File: config.mk
export PLATFORM = sky130hd
export DESIGN_NAME = psmc_top
export DESIGN_NICKNAME = d
export VERILOG_FILES = /design/src/core/psmc_pkg.sv /design/src/core/psmc_port.sv /design/src/core/psmc_top.sv
export SDC_FILE = /design/constraint.sdc
export NUM_CORES = 1
export LEC_CHECK = 0
export BUFFER_PORTS_ARGS = -buffer_cell sky130_fd_sc_hd__buf_2
export CAP_MARGIN = 25
export CORE_MARGIN = 5
export CORE_UTILIZATION = 40
export DETAILED_ROUTE_END_ITERATION = 8
export PLACE_DENSITY = 0.75
export SYNTH_ARGS = -nofsm -noshare
export SYNTH_HDL_FRONTEND = slang
export SYNTH_HIERARCHICAL = 1
export SYNTH_SLANG_ARGS = --single-unit
File: constraint.sdc
create_clock -name clk_i -period 6.7 [get_ports clk_i]
set_clock_uncertainty 0.1 [all_clocks]
set_input_delay 0.335 -clock clk_i [delete_from_list [all_inputs] [get_ports clk_i]]
set_output_delay 0.335 -clock clk_i [all_outputs]
set_load 0.01 [all_outputs]
File: src/core/psmc_pkg.sv
package psmc_pkg;

    // register offsets (byte addresses)
    localparam logic [7:0] PSMC_OFS_CTRL = 8'h00;
    localparam logic [7:0] PSMC_OFS_STRAP = 8'h04;
    localparam logic [7:0] PSMC_OFS_LINK = 8'h08;
    localparam logic [7:0] PSMC_OFS_INT_STAT = 8'h0c;
    localparam logic [7:0] PSMC_OFS_INT_CLR = 8'h10;
    localparam logic [7:0] PSMC_OFS_INT_EN = 8'h14;

    // port count and reset values
    localparam int PSMC_PORTS = 8;
    localparam logic [7:0] PSMC_CTRL_RST = 8'hff;
    localparam logic [9:0] PSMC_INT_EN_RST = 10'h000;

    // operating-mode strap codes
    localparam logic [2:0] PSMC_MODE_RMII_CODE = 3'h1;
    localparam logic [2:0] PSMC_MODE_SMII_CODE = 3'h2;
    localparam logic [2:0] PSMC_MODE_TEST_CODE = 3'h7;

    // interrupt status layout
    localparam int PSMC_IRQ_LINK_LSB = 0;
    localparam int PSMC_IRQ_SHORT_RST = 8;
    localparam int PSMC_IRQ_BAD_MODE = 9;
    localparam int PSMC_IRQ_W = 10;

    // strap readback layout
    localparam int PSMC_STRAP_MODE_LSB = 0;
    localparam int PSMC_STRAP_ADDR_LSB = 4;
    localparam int PSMC_STRAP_ENC_BIT = 8;
    localparam int PSMC_STRAP_SCR_BIT = 9;
    localparam int PSMC_STRAP_FLINK_BIT = 10;
    localparam int PSMC_STRAP_FPAT_BIT = 11;
    localparam int PSMC_STRAP_MDIX_BIT = 12;
    localparam int PSMC_STRAP_TEST_BIT = 13;

    // timing
    localparam int PSMC_CLK_MHZ = 50;
    localparam int PSMC_RESET_MIN_US = 500;
    localparam int PSMC_RESET_MIN_CYC = PSMC_RESET_MIN_US * PSMC_CLK_MHZ;

    // decoded operating mode
    typedef enum logic [1:0] {
        PSMC_MODE_NONE,
        PSMC_MODE_RMII,
        PSMC_MODE_SMII,
        PSMC_MODE_TEST
    } psmc_mode_t;

    // reset sequencing
    typedef enum logic [1:0] {
        PSMC_ST_RESET,
        PSMC_ST_LATCH,
        PSMC_ST_RUN
    } psmc_state_t;

endpackage

File: src/core/psmc_port.sv
`timescale 1ns/10ps
`default_nettype none
module psmc_port
    import psmc_pkg::*;
(
    input wire logic clk_i,
    input wire logic rst_n_i,
    input wire logic clr_i,
    input wire logic en_i,
    input wire logic speed_100_i,
    input wire logic line_ok_i,
    input wire logic crossed_i,
    input wire logic block_code_bypass_i,
    input wire logic scrambler_bypass_i,
    input wire logic force_link_up_i,
    input wire logic force_test_pattern_i,
    input wire logic crossover_auto_enable_i,
    output logic enc_bypass_o,
    output logic scr_bypass_o,
    output logic link_up_o,
    output logic pattern_tx_o,
    output logic pair_swap_o,
    output logic link_change_o
);

    logic enc_bypass_ff, nxt_enc_bypass;
    logic scr_bypass_ff, nxt_scr_bypass;
    logic link_up_ff, nxt_link_up;
    logic pattern_ff, nxt_pattern;
    logic swap_ff, nxt_swap;
    logic change_ff, nxt_change;

    // per-port datapath steering from straps
    always_comb
    begin
        nxt_enc_bypass = en_i & block_code_bypass_i & speed_100_i;
        nxt_scr_bypass = en_i & scrambler_bypass_i & speed_100_i;
        nxt_link_up = en_i & (force_link_up_i | line_ok_i);
        nxt_pattern = en_i & force_test_pattern_i & speed_100_i;
        nxt_swap = en_i & crossover_auto_enable_i & crossed_i;
        nxt_change = nxt_link_up ^ link_up_ff;
        if (clr_i)
        begin
            nxt_enc_bypass = 1'b0;
            nxt_scr_bypass = 1'b0;
            nxt_link_up = 1'b0;
            nxt_pattern = 1'b0;
            nxt_swap = 1'b0;
            nxt_change = 1'b0;
        end
    end

    // register per-port state
    always_ff @(posedge clk_i or negedge rst_n_i)
    begin
        if (!rst_n_i)
        begin
            enc_bypass_ff <= 1'b0;
            scr_bypass_ff <= 1'b0;
            link_up_ff <= 1'b0;
            pattern_ff <= 1'b0;
            swap_ff <= 1'b0;
            change_ff <= 1'b0;
        end
        else
        begin
            enc_bypass_ff <= nxt_enc_bypass;
            scr_bypass_ff <= nxt_scr_bypass;
            link_up_ff <= nxt_link_up;
            pattern_ff <= nxt_pattern;
            swap_ff <= nxt_swap;
            change_ff <= nxt_change;
        end
    end

    assign enc_bypass_o = enc_bypass_ff;
    assign scr_bypass_o = scr_bypass_ff;
    assign link_up_o = link_up_ff;
    assign pattern_tx_o = pattern_ff;
    assign pair_swap_o = swap_ff;
    assign link_change_o = change_ff;

endmodule
`default_nettype wire

File: src/core/psmc_top.sv
// What this block does
// - mode select 001 runs all ports in RMII, master clock 50 MHz.
// - mode select 010 runs all ports in SMII, master clock 125 MHz.
// - device reset input is active high; all but the width counter and read data held reset while high.
// - upper two PHY address bits come from address straps, default low.
// - link status change on any port drives open-drain interrupt.
// - block-code bypass strap skips 4B/5B coding on 100 Mbps ports.
// - scrambler bypass strap skips scrambler/descrambler on 100 Mbps ports.
// - force-link strap reports good link regardless of line signal.
// - force-pattern strap sends 34 test pattern, only at 100M.
// - crossover enable (default high) swaps pairs on detected crossing.
// - factory test input enters manufacturing test mode, like mode 111.
// - test-execute input enters async test mode, like mode 111.
`timescale 1ns/10ps
`default_nettype none
module psmc_top
    import psmc_pkg::*;
#(
    parameter int RESET_MIN_CYC = PSMC_RESET_MIN_CYC,
    parameter int PORTS = PSMC_PORTS
)
(
    input wire logic clk_i,
    input wire logic rst_n_i,
    input wire logic dev_reset_i,
    input wire logic [2:0] mode_sel_i,
    input wire logic [1:0] phy_addr_upper_straps_i,
    input wire logic block_code_bypass_i,
    input wire logic scrambler_bypass_i,
    input wire logic force_link_up_i,
    input wire logic force_test_pattern_i,
    input wire logic crossover_auto_enable_i,
    input wire logic factory_test_in_i,
    input wire logic async_test_exec_i,
    input wire logic test_clk_i,
    input wire logic [PORTS-1:0] port_speed_100_i,
    input wire logic [PORTS-1:0] line_link_ok_i,
    input wire logic [PORTS-1:0] cable_crossed_i,
    input wire logic [7:0] reg_addr_i,
    input wire logic [31:0] reg_wdata_i,
    input wire logic reg_wr_i,
    input wire logic reg_rd_i,
    output logic [31:0] reg_rdata_o,
    output logic rmii_mode_o,
    output logic smii_mode_o,
    output logic test_mode_o,
    output logic mfg_test_o,
    output logic async_test_o,
    output logic [1:0] phy_addr_upper_o,
    output logic [PORTS-1:0] enc_bypass_o,
    output logic [PORTS-1:0] scr_bypass_o,
    output logic [PORTS-1:0] link_up_o,
    output logic [PORTS-1:0] pattern_tx_o,
    output logic [PORTS-1:0] pair_swap_o,
    output logic irq_o,
    output logic int_n_out_o,
    output logic int_n_oe_o,
    output logic test_result_out_o,
    output logic in_reset_o
);

    localparam int RCW = $clog2(RESET_MIN_CYC + 1);
    localparam logic [RCW-1:0] RC_MAX = RCW'(RESET_MIN_CYC);

    // system reset release through two flops
    logic [1:0] rst_sync_ff;
    always_ff @(posedge clk_i or negedge rst_n_i)
    begin
        if (!rst_n_i)
            rst_sync_ff <= 2'h0;
        else
            rst_sync_ff <= {rst_sync_ff[0], 1'b1};
    end
    logic rst_n;
    assign rst_n = rst_sync_ff[1];

    // reset sequencing and strap capture state
    psmc_state_t state_ff, nxt_state;
    logic [RCW-1:0] rcnt_ff, nxt_rcnt;
    logic short_ev_ff, nxt_short_ev;
    logic [2:0] mode_ff, nxt_mode;
    logic [1:0] addr_ff, nxt_addr;
    logic enc_ff, nxt_enc;
    logic scr_ff, nxt_scr;
    logic flink_ff, nxt_flink;
    logic fpat_ff, nxt_fpat;
    logic mdix_ff, nxt_mdix;
    logic running;
    assign running = (state_ff == PSMC_ST_RUN);

    always_comb
    begin
        nxt_state = state_ff;
        nxt_rcnt = rcnt_ff;
        nxt_short_ev = 1'b0;
        nxt_mode = mode_ff;
        nxt_addr = addr_ff;
        nxt_enc = enc_ff;
        nxt_scr = scr_ff;
        nxt_flink = flink_ff;
        nxt_fpat = fpat_ff;
        nxt_mdix = mdix_ff;
        unique case (state_ff)
            PSMC_ST_RESET:
            begin
                // measure reset width, saturating
                if (rcnt_ff != RC_MAX)
                    nxt_rcnt = rcnt_ff + 1'b1;
                if (!dev_reset_i)
                begin
                    nxt_state = PSMC_ST_LATCH;
                    nxt_short_ev = (rcnt_ff != RC_MAX);
                end
            end
            PSMC_ST_LATCH:
            begin
                // straps taken once, right after release
                nxt_mode = mode_sel_i;
                nxt_addr = phy_addr_upper_straps_i;
                nxt_enc = block_code_bypass_i;
                nxt_scr = scrambler_bypass_i;
                nxt_flink = force_link_up_i;
                nxt_fpat = force_test_pattern_i;
                nxt_mdix = crossover_auto_enable_i;
                nxt_state = PSMC_ST_RUN;
            end
            PSMC_ST_RUN:
                nxt_state = PSMC_ST_RUN;
            default:
                nxt_state = PSMC_ST_RESET;
        endcase
        if (dev_reset_i)
        begin
            nxt_state = PSMC_ST_RESET;
            // the first high cycle already counts toward the width
            if (state_ff != PSMC_ST_RESET)
                nxt_rcnt = RCW'(1);
            else if (rcnt_ff != RC_MAX)
                nxt_rcnt = rcnt_ff + 1'b1;
            nxt_mode = 3'h0;
            nxt_addr = 2'h0;
            nxt_enc = 1'b0;
            nxt_scr = 1'b0;
            nxt_flink = 1'b0;
            nxt_fpat = 1'b0;
            nxt_mdix = 1'b1;
        end
    end

    always_ff @(posedge clk_i or negedge rst_n)
    begin
        if (!rst_n)
        begin
            state_ff <= PSMC_ST_RESET;
            rcnt_ff <= RC_MAX;
            short_ev_ff <= 1'b0;
            mode_ff <= 3'h0;
            addr_ff <= 2'h0;
            enc_ff <= 1'b0;
            scr_ff <= 1'b0;
            flink_ff <= 1'b0;
            fpat_ff <= 1'b0;
            mdix_ff <= 1'b1;
        end
        else
        begin
            state_ff <= nxt_state;
            rcnt_ff <= nxt_rcnt;
            short_ev_ff <= nxt_short_ev;
            mode_ff <= nxt_mode;
            addr_ff <= nxt_addr;
            enc_ff <= nxt_enc;
            scr_ff <= nxt_scr;
            flink_ff <= nxt_flink;
            fpat_ff <= nxt_fpat;
            mdix_ff <= nxt_mdix;
        end
    end

    // mode decode and test entry
    psmc_mode_t mode_dec;
    logic tst_req;
    always_comb
    begin
        tst_req = factory_test_in_i | async_test_exec_i;
        unique case (mode_ff)
            PSMC_MODE_RMII_CODE: mode_dec = PSMC_MODE_RMII;
            PSMC_MODE_SMII_CODE: mode_dec = PSMC_MODE_SMII;
            PSMC_MODE_TEST_CODE: mode_dec = PSMC_MODE_TEST;
            default: mode_dec = PSMC_MODE_NONE;
        endcase
        if (tst_req)
            mode_dec = PSMC_MODE_TEST;
    end

    // registered mode outputs
    logic rmii_ff, smii_ff, test_ff, mfg_ff, atest_ff, bad_mode_ff;
    logic nxt_rmii, nxt_smii, nxt_test, nxt_mfg, nxt_atest, nxt_bad_mode;
    always_comb
    begin
        nxt_rmii = running & (mode_dec == PSMC_MODE_RMII);
        nxt_smii = running & (mode_dec == PSMC_MODE_SMII);
        nxt_test = running & (mode_dec == PSMC_MODE_TEST);
        nxt_mfg = running & factory_test_in_i;
        nxt_atest = running & async_test_exec_i;
        nxt_bad_mode = (state_ff == PSMC_ST_LATCH)
            & (mode_sel_i != PSMC_MODE_RMII_CODE)
            & (mode_sel_i != PSMC_MODE_SMII_CODE)
            & (mode_sel_i != PSMC_MODE_TEST_CODE);
    end

    always_ff @(posedge clk_i or negedge rst_n)
    begin
        if (!rst_n)
        begin
            rmii_ff <= 1'b0;
            smii_ff <= 1'b0;
            test_ff <= 1'b0;
            mfg_ff <= 1'b0;
            atest_ff <= 1'b0;
            bad_mode_ff <= 1'b0;
        end
        else
        begin
            rmii_ff <= nxt_rmii;
            smii_ff <= nxt_smii;
            test_ff <= nxt_test;
            mfg_ff <= nxt_mfg;
            atest_ff <= nxt_atest;
            bad_mode_ff <= nxt_bad_mode;
        end
    end

    // register file state
    logic [PORTS-1:0] port_en_ff, nxt_port_en;
    logic [PSMC_IRQ_W-1:0] int_stat_ff, nxt_int_stat;
    logic [PSMC_IRQ_W-1:0] int_en_ff, nxt_int_en;
    logic [31:0] rdata_ff, nxt_rdata;
    logic irq_ff, nxt_irq;
    logic test_result_out_ff, nxt_test_result_out;
    logic [PORTS-1:0] link_chg;
    logic [PORTS-1:0] link_up;
    logic [PSMC_IRQ_W-1:0] ev;
    logic [31:0] strap_rd;

    // eight identical port slices
    genvar gp;
    generate
        for (gp = 0; gp < PORTS; gp++)
        begin : g_port
            psmc_port u_port (
                .clk_i(clk_i),
                .rst_n_i(rst_n),
                .clr_i(dev_reset_i),
                .en_i(running & port_en_ff[gp]),
                .speed_100_i(port_speed_100_i[gp]),
                .line_ok_i(line_link_ok_i[gp]),
                .crossed_i(cable_crossed_i[gp]),
                .block_code_bypass_i(enc_ff),
                .scrambler_bypass_i(scr_ff),
                .force_link_up_i(flink_ff),
                .force_test_pattern_i(fpat_ff),
                .crossover_auto_enable_i(mdix_ff),
                .enc_bypass_o(enc_bypass_o[gp]),
                .scr_bypass_o(scr_bypass_o[gp]),
                .link_up_o(link_up[gp]),
                .pattern_tx_o(pattern_tx_o[gp]),
                .pair_swap_o(pair_swap_o[gp]),
                .link_change_o(link_chg[gp])
            );
        end
    endgenerate
    assign link_up_o = link_up;

    // strap readback word
    always_comb
    begin
        strap_rd = 32'h0;
        strap_rd[PSMC_STRAP_MODE_LSB +: 3] = mode_ff;
        strap_rd[PSMC_STRAP_ADDR_LSB +: 2] = addr_ff;
        strap_rd[PSMC_STRAP_ENC_BIT] = enc_ff;
        strap_rd[PSMC_STRAP_SCR_BIT] = scr_ff;
        strap_rd[PSMC_STRAP_FLINK_BIT] = flink_ff;
        strap_rd[PSMC_STRAP_FPAT_BIT] = fpat_ff;
        strap_rd[PSMC_STRAP_MDIX_BIT] = mdix_ff;
        strap_rd[PSMC_STRAP_TEST_BIT] = test_ff;
    end

    // register writes, sticky status, read mux, interrupt
    always_comb
    begin
        ev = '0;
        ev[PSMC_IRQ_LINK_LSB +: PORTS] = link_chg;
        ev[PSMC_IRQ_SHORT_RST] = short_ev_ff;
        ev[PSMC_IRQ_BAD_MODE] = bad_mode_ff;
        nxt_port_en = port_en_ff;
        nxt_int_en = int_en_ff;
        nxt_int_stat = int_stat_ff;
        if (reg_wr_i && reg_addr_i == PSMC_OFS_CTRL)
            nxt_port_en = reg_wdata_i[PORTS-1:0];
        if (reg_wr_i && reg_addr_i == PSMC_OFS_INT_EN)
            nxt_int_en = reg_wdata_i[PSMC_IRQ_W-1:0];
        if (reg_wr_i && reg_addr_i == PSMC_OFS_INT_CLR)
            nxt_int_stat = int_stat_ff & ~reg_wdata_i[PSMC_IRQ_W-1:0];
        nxt_int_stat = nxt_int_stat | ev; // set wins over clear
        nxt_rdata = 32'h0;
        if (reg_rd_i)
        begin
            unique case (reg_addr_i)
                PSMC_OFS_CTRL: nxt_rdata[PORTS-1:0] = port_en_ff;
                PSMC_OFS_STRAP: nxt_rdata = strap_rd;
                PSMC_OFS_LINK: nxt_rdata[PORTS-1:0] = link_up;
                PSMC_OFS_INT_STAT: nxt_rdata[PSMC_IRQ_W-1:0] = int_stat_ff;
                PSMC_OFS_INT_EN: nxt_rdata[PSMC_IRQ_W-1:0] = int_en_ff;
                default: nxt_rdata = 32'h0;
            endcase
        end
        if (dev_reset_i)
        begin
            nxt_port_en = PORTS'(PSMC_CTRL_RST);
            nxt_int_en = PSMC_INT_EN_RST;
            nxt_int_stat = '0;
        end
        nxt_irq = |(nxt_int_stat & nxt_int_en);
        nxt_test_result_out = test_ff & (^link_up ^ test_clk_i);
    end

    always_ff @(posedge clk_i or negedge rst_n)
    begin
        if (!rst_n)
        begin
            port_en_ff <= PORTS'(PSMC_CTRL_RST);
            int_en_ff <= PSMC_INT_EN_RST;
            int_stat_ff <= '0;
            rdata_ff <= 32'h0;
            irq_ff <= 1'b0;
            test_result_out_ff <= 1'b0;
        end
        else
        begin
            port_en_ff <= nxt_port_en;
            int_en_ff <= nxt_int_en;
            int_stat_ff <= nxt_int_stat;
            rdata_ff <= nxt_rdata;
            irq_ff <= nxt_irq;
            test_result_out_ff <= nxt_test_result_out;
        end
    end

    // outputs
    assign reg_rdata_o = rdata_ff;
    assign rmii_mode_o = rmii_ff;
    assign smii_mode_o = smii_ff;
    assign test_mode_o = test_ff;
    assign mfg_test_o = mfg_ff;
    assign async_test_o = atest_ff;
    assign phy_addr_upper_o = addr_ff;
    assign irq_o = irq_ff;
    assign int_n_out_o = 1'b0; // open drain only pulls low
    assign int_n_oe_o = irq_ff;
    assign test_result_out_o = test_result_out_ff;
    assign in_reset_o = ~running;
endmodule
`default_nettype wire

==> impl_metrics.env <==
export IMPL_syn_inst=540
export IMPL_core_um2=14530
export IMPL_timing_fmax_mhz=399.4
export IMPL_crit_path_max_fanout=11
export IMPL_finalSetupViolations=0
export IMPL_post_drt_wl_per_cell_um=16.99
export IMPL_cts_hold_buf=1
export IMPL_synthTopCellsByArea="dfrtp_1, dfstp_2, and2_1"
export IMPL_yosysSeqAreaShare_pct=54.45
export IMPL_nFillCells=1331
export IMPL_fin_crit_sh_pct=37.37
export IMPL_p_comb_share_pct=12.1
export IMPL_yosysTopAreaCell="dfrtp_1"
export IMPL_cts_root_buf="clkbuf_16"
export IMPL_area_growth_pct=22.44
export IMPL_die_area_um2=17330
export IMPL_hold_viol_final=0
export IMPL_clock_sinks=128
export IMPL_ys_seq_elements=128
export IMPL_tightest_slew_ns=0.9011
export IMPL_drive_above_1_share_pct=28.97
export IMPL_yosysMostFrequentCell="dfrtp_1"
export IMPL_cts_tree="built"
export IMPL_place_ws_ns=4.097
export IMPL_vias_per_cell=5.286
export IMPL_multi_input_area_um2=2445
export IMPL_peakVddDrop_mv=0.1775
export IMPL_intPower_mw=1.513
export IMPL_final_seq_area_um2=3226
export IMPL_required_ns=6.93
export IMPL_maxSlewViolCount=0
export IMPL_power_per_cell_area_nw_per_um2=284.9
export IMPL_hold_class="in2reg"
export IMPL_pwr_share_seq_pct=42.8
export IMPL_post_cts_buffers=0
export IMPL_die_h_um=131.6
export IMPL_crit_chain="inv_1 > ha_1 > or4bb_1 > o41a_1 > a21oi_2 > a21oi_1 > o22ai_1"
export IMPL_ant_nets=0
export IMPL_synth_cell_type_count=59
export IMPL_drt_iter0_markers=449
export IMPL_tns_ns=0
export IMPL_outcome="complete, no violations"
export IMPL_end_kind="flop"
export IMPL_crit_type="reg2reg"
export IMPL_die_w_um=131.6
export IMPL_wirelength_um=14730
export IMPL_synth_ff_type="dfrtp_1"
export IMPL_fin_nets=754
export IMPL_async_reset_ff_share_pct=100.0
export IMPL_path_clk_slew_ns=0.06
export IMPL_h_tree_depth=4
export IMPL_clock_path_buffers=2
export IMPL_fin_util_pct=49.85
export IMPL_track_usage_pct=16.90
export IMPL_cts_repair_resized=0
export IMPL_antenna_found_initial=3
export IMPL_layout_setup_ws_ns=4.197
export IMPL_grt_ovfl_total=0
export IMPL_vias=4583
export IMPL_drt_first_pass_iters=5
export IMPL_grt_pass1_vias=4492
export IMPL_ys_warn_count=6
export IMPL_grt_pass1_wl_um=23980
export IMPL_dp_hpwl_um=10200
export IMPL_rsz0062_at_grt="no"
export IMPL_synthTopCellsByCount="dfrtp_1, nor2_1, and2_1"
export IMPL_critPathTopFamily="compound AO/OA/AOI/OAI gates"
export IMPL_p_clk_share_pct=45.1
export IMPL_max_stage_delay_ns=0.51
export IMPL_p_leak_nw=3.586
export IMPL_cap_violations=0
export IMPL_gp_congestion=0.8395
export IMPL_start_kind="flop"
export IMPL_p_sw_uw=551.0
export IMPL_numCtsBuffers=17
export IMPL_yosysTopAreaCellShare_pct=47.79
export IMPL_arrival_ns=2.73
export IMPL_slew_limit_headroom_pct=39.93
export IMPL_sw_frac_of_total_pct=26.70
export IMPL_grt_start_max_net_pins=92
export IMPL_drcViolationCount=0
export IMPL_synth_edf_count=0
export IMPL_io_buffers=124
export IMPL_rows=44
export IMPL_min_period_ns=2.504
export IMPL_initial_core_util_pct=40.71
export IMPL_path_buf_inv=1
export IMPL_synth_avg_cell_area_um2=10.96
export IMPL_crit_slowest_cell="or4bb_1"
export IMPL_syn_cell_area_um2=5917
export IMPL_io_pins=166
export IMPL_clkLatencyLatePin_ns=0.41
state kept, by name (all words and copies together), names as in the netlist, 2 cells and up:
signal	cells
g_port.u_port/pair_swap_o	8
mode_ff	3
int_en_ff	10
g_port.u_port/link_change_o	8
g_port.u_port/scr_bypass_o	8
g_port.u_port/link_up_o	8
rst_sync_ff	2
int_stat_ff	10
g_port.u_port/enc_bypass_o	8
reg_rdata_o	14
rcnt_ff	15
g_port.u_port/pattern_tx_o	8
phy_addr_upper_o	2
port_en_ff	8
state_ff	2
logic make-up after synthesis:
logic type	count (synthesis)	synth area share, %
fa+ha+maj	5	1.057
simple gates	219	22.42
buf+inv	59	5.371
compound gates	95	11.21
mux	22	3.891
flops	128	54.45
other cells	2	0.1269
xor+xnor	10	1.480
through the flow:
step / hold WS [ns] / cell area, um^2 / std cells / total power, mW
global route: 0.04975 / 7242 / 866 / 2.147
CTS: 0.04326 / 7237 / 864 / 2.078
finish: 0.05155 / 7244 / 867 / 2.064
global placement: 0.02300 / 6630 / 831 / 1.139
floorplan: -0.06059 / 5984 / 558 / 1.055
detailed placement: 0.02562 / 6630 / 831 / 1.145
area by class of cell:
type                            instances  share of cell area, %
Antenna cell                            3                 0.1036
Clock buffer                           18                  5.924
Clock inverter                         14                  2.314
Inverter                               19                 0.9845
Multi-Input combinational cell        371                  33.75
Sequential cell                       128                  44.52
Tap cell                              184                  3.178
Timing Repair Buffer                  130                  9.223
worst paths after layout:
| check | to | start | slack (ns) | cells past startpoint |
|---|---|---|---|---|
| worst max register to register | rcnt_ff[5] | rcnt_ff[0] | 4.20 | 7 |
| min in group asynchronous | rst_sync_ff[1] | rst_n_i | 0.15 | 2 |
| max in group asynchronous | g_port[6].u_port/enc_bypass_o | rst_sync_ff[1] | 4.85 | 1 |
| worst max-delay path | rcnt_ff[5] | rcnt_ff[0] | 4.20 | 7 |
| worst min-delay path | mdix_ff | crossover_auto_enable_i | 0.05 | 2 |
| worst min register to register | rst_sync_ff[1] | rst_sync_ff[0] | 0.25 | 0 |
routing by layer:
metal,up-vias,GRT usage (%),wire (um)
li1,2155,-,-
met1,2236,21.23,6230
met2,174,28.39,7273
met3,18,5.084,1065
met4,0,4.686,161
met5,-,0,0
layout by cell type, fill, tap and decap left out, types with 4 or more instances in the layout:
cell type / n
a222oi_1: 10
buf_4: 5
and4b_2: 8
a211o_1: 12
nand3_1: 12
clkinv_2: 4
ha_1: 5
nand2_1: 25
nor3b_1: 10
a31o_2: 4
and2_1: 38
mux2i_1: 14
and3_1: 15
nand4_1: 15
inv_1: 19
clkbuf_16: 17
and3b_1: 8
buf_2: 124
xnor2_1: 8
a21oi_1: 20
dfstp_2: 15
a31oi_1: 6
o21ai_1: 22
nor2b_1: 15
nor2_1: 51
dfrtp_1: 112
mux2_1: 8
conb_1: 20
worst reg2reg max path: cells and delay by family, from the launching register on:
kind,cells,cell delay [ns]
AOI/OAI and AO/OA,4,1.17
and+or+nand+nor,1,0.51
adders and majority gates,1,0.14
buffers and inverters,1,0.10
DFF,1,0.41
power groups by stage:
stage | clock [mW] | sequential [mW] | combinational, mW
floorplan | 0 | 0.886 | 0.169
global placement | 0 | 0.895 | 0.245
detailed placement | 0 | 0.895 | 0.250
CTS | 0.942 | 0.883 | 0.252
global route | 0.975 | 0.891 | 0.280
finish | 0.930 | 0.884 | 0.250
Power figures use the tool's default switching activity.
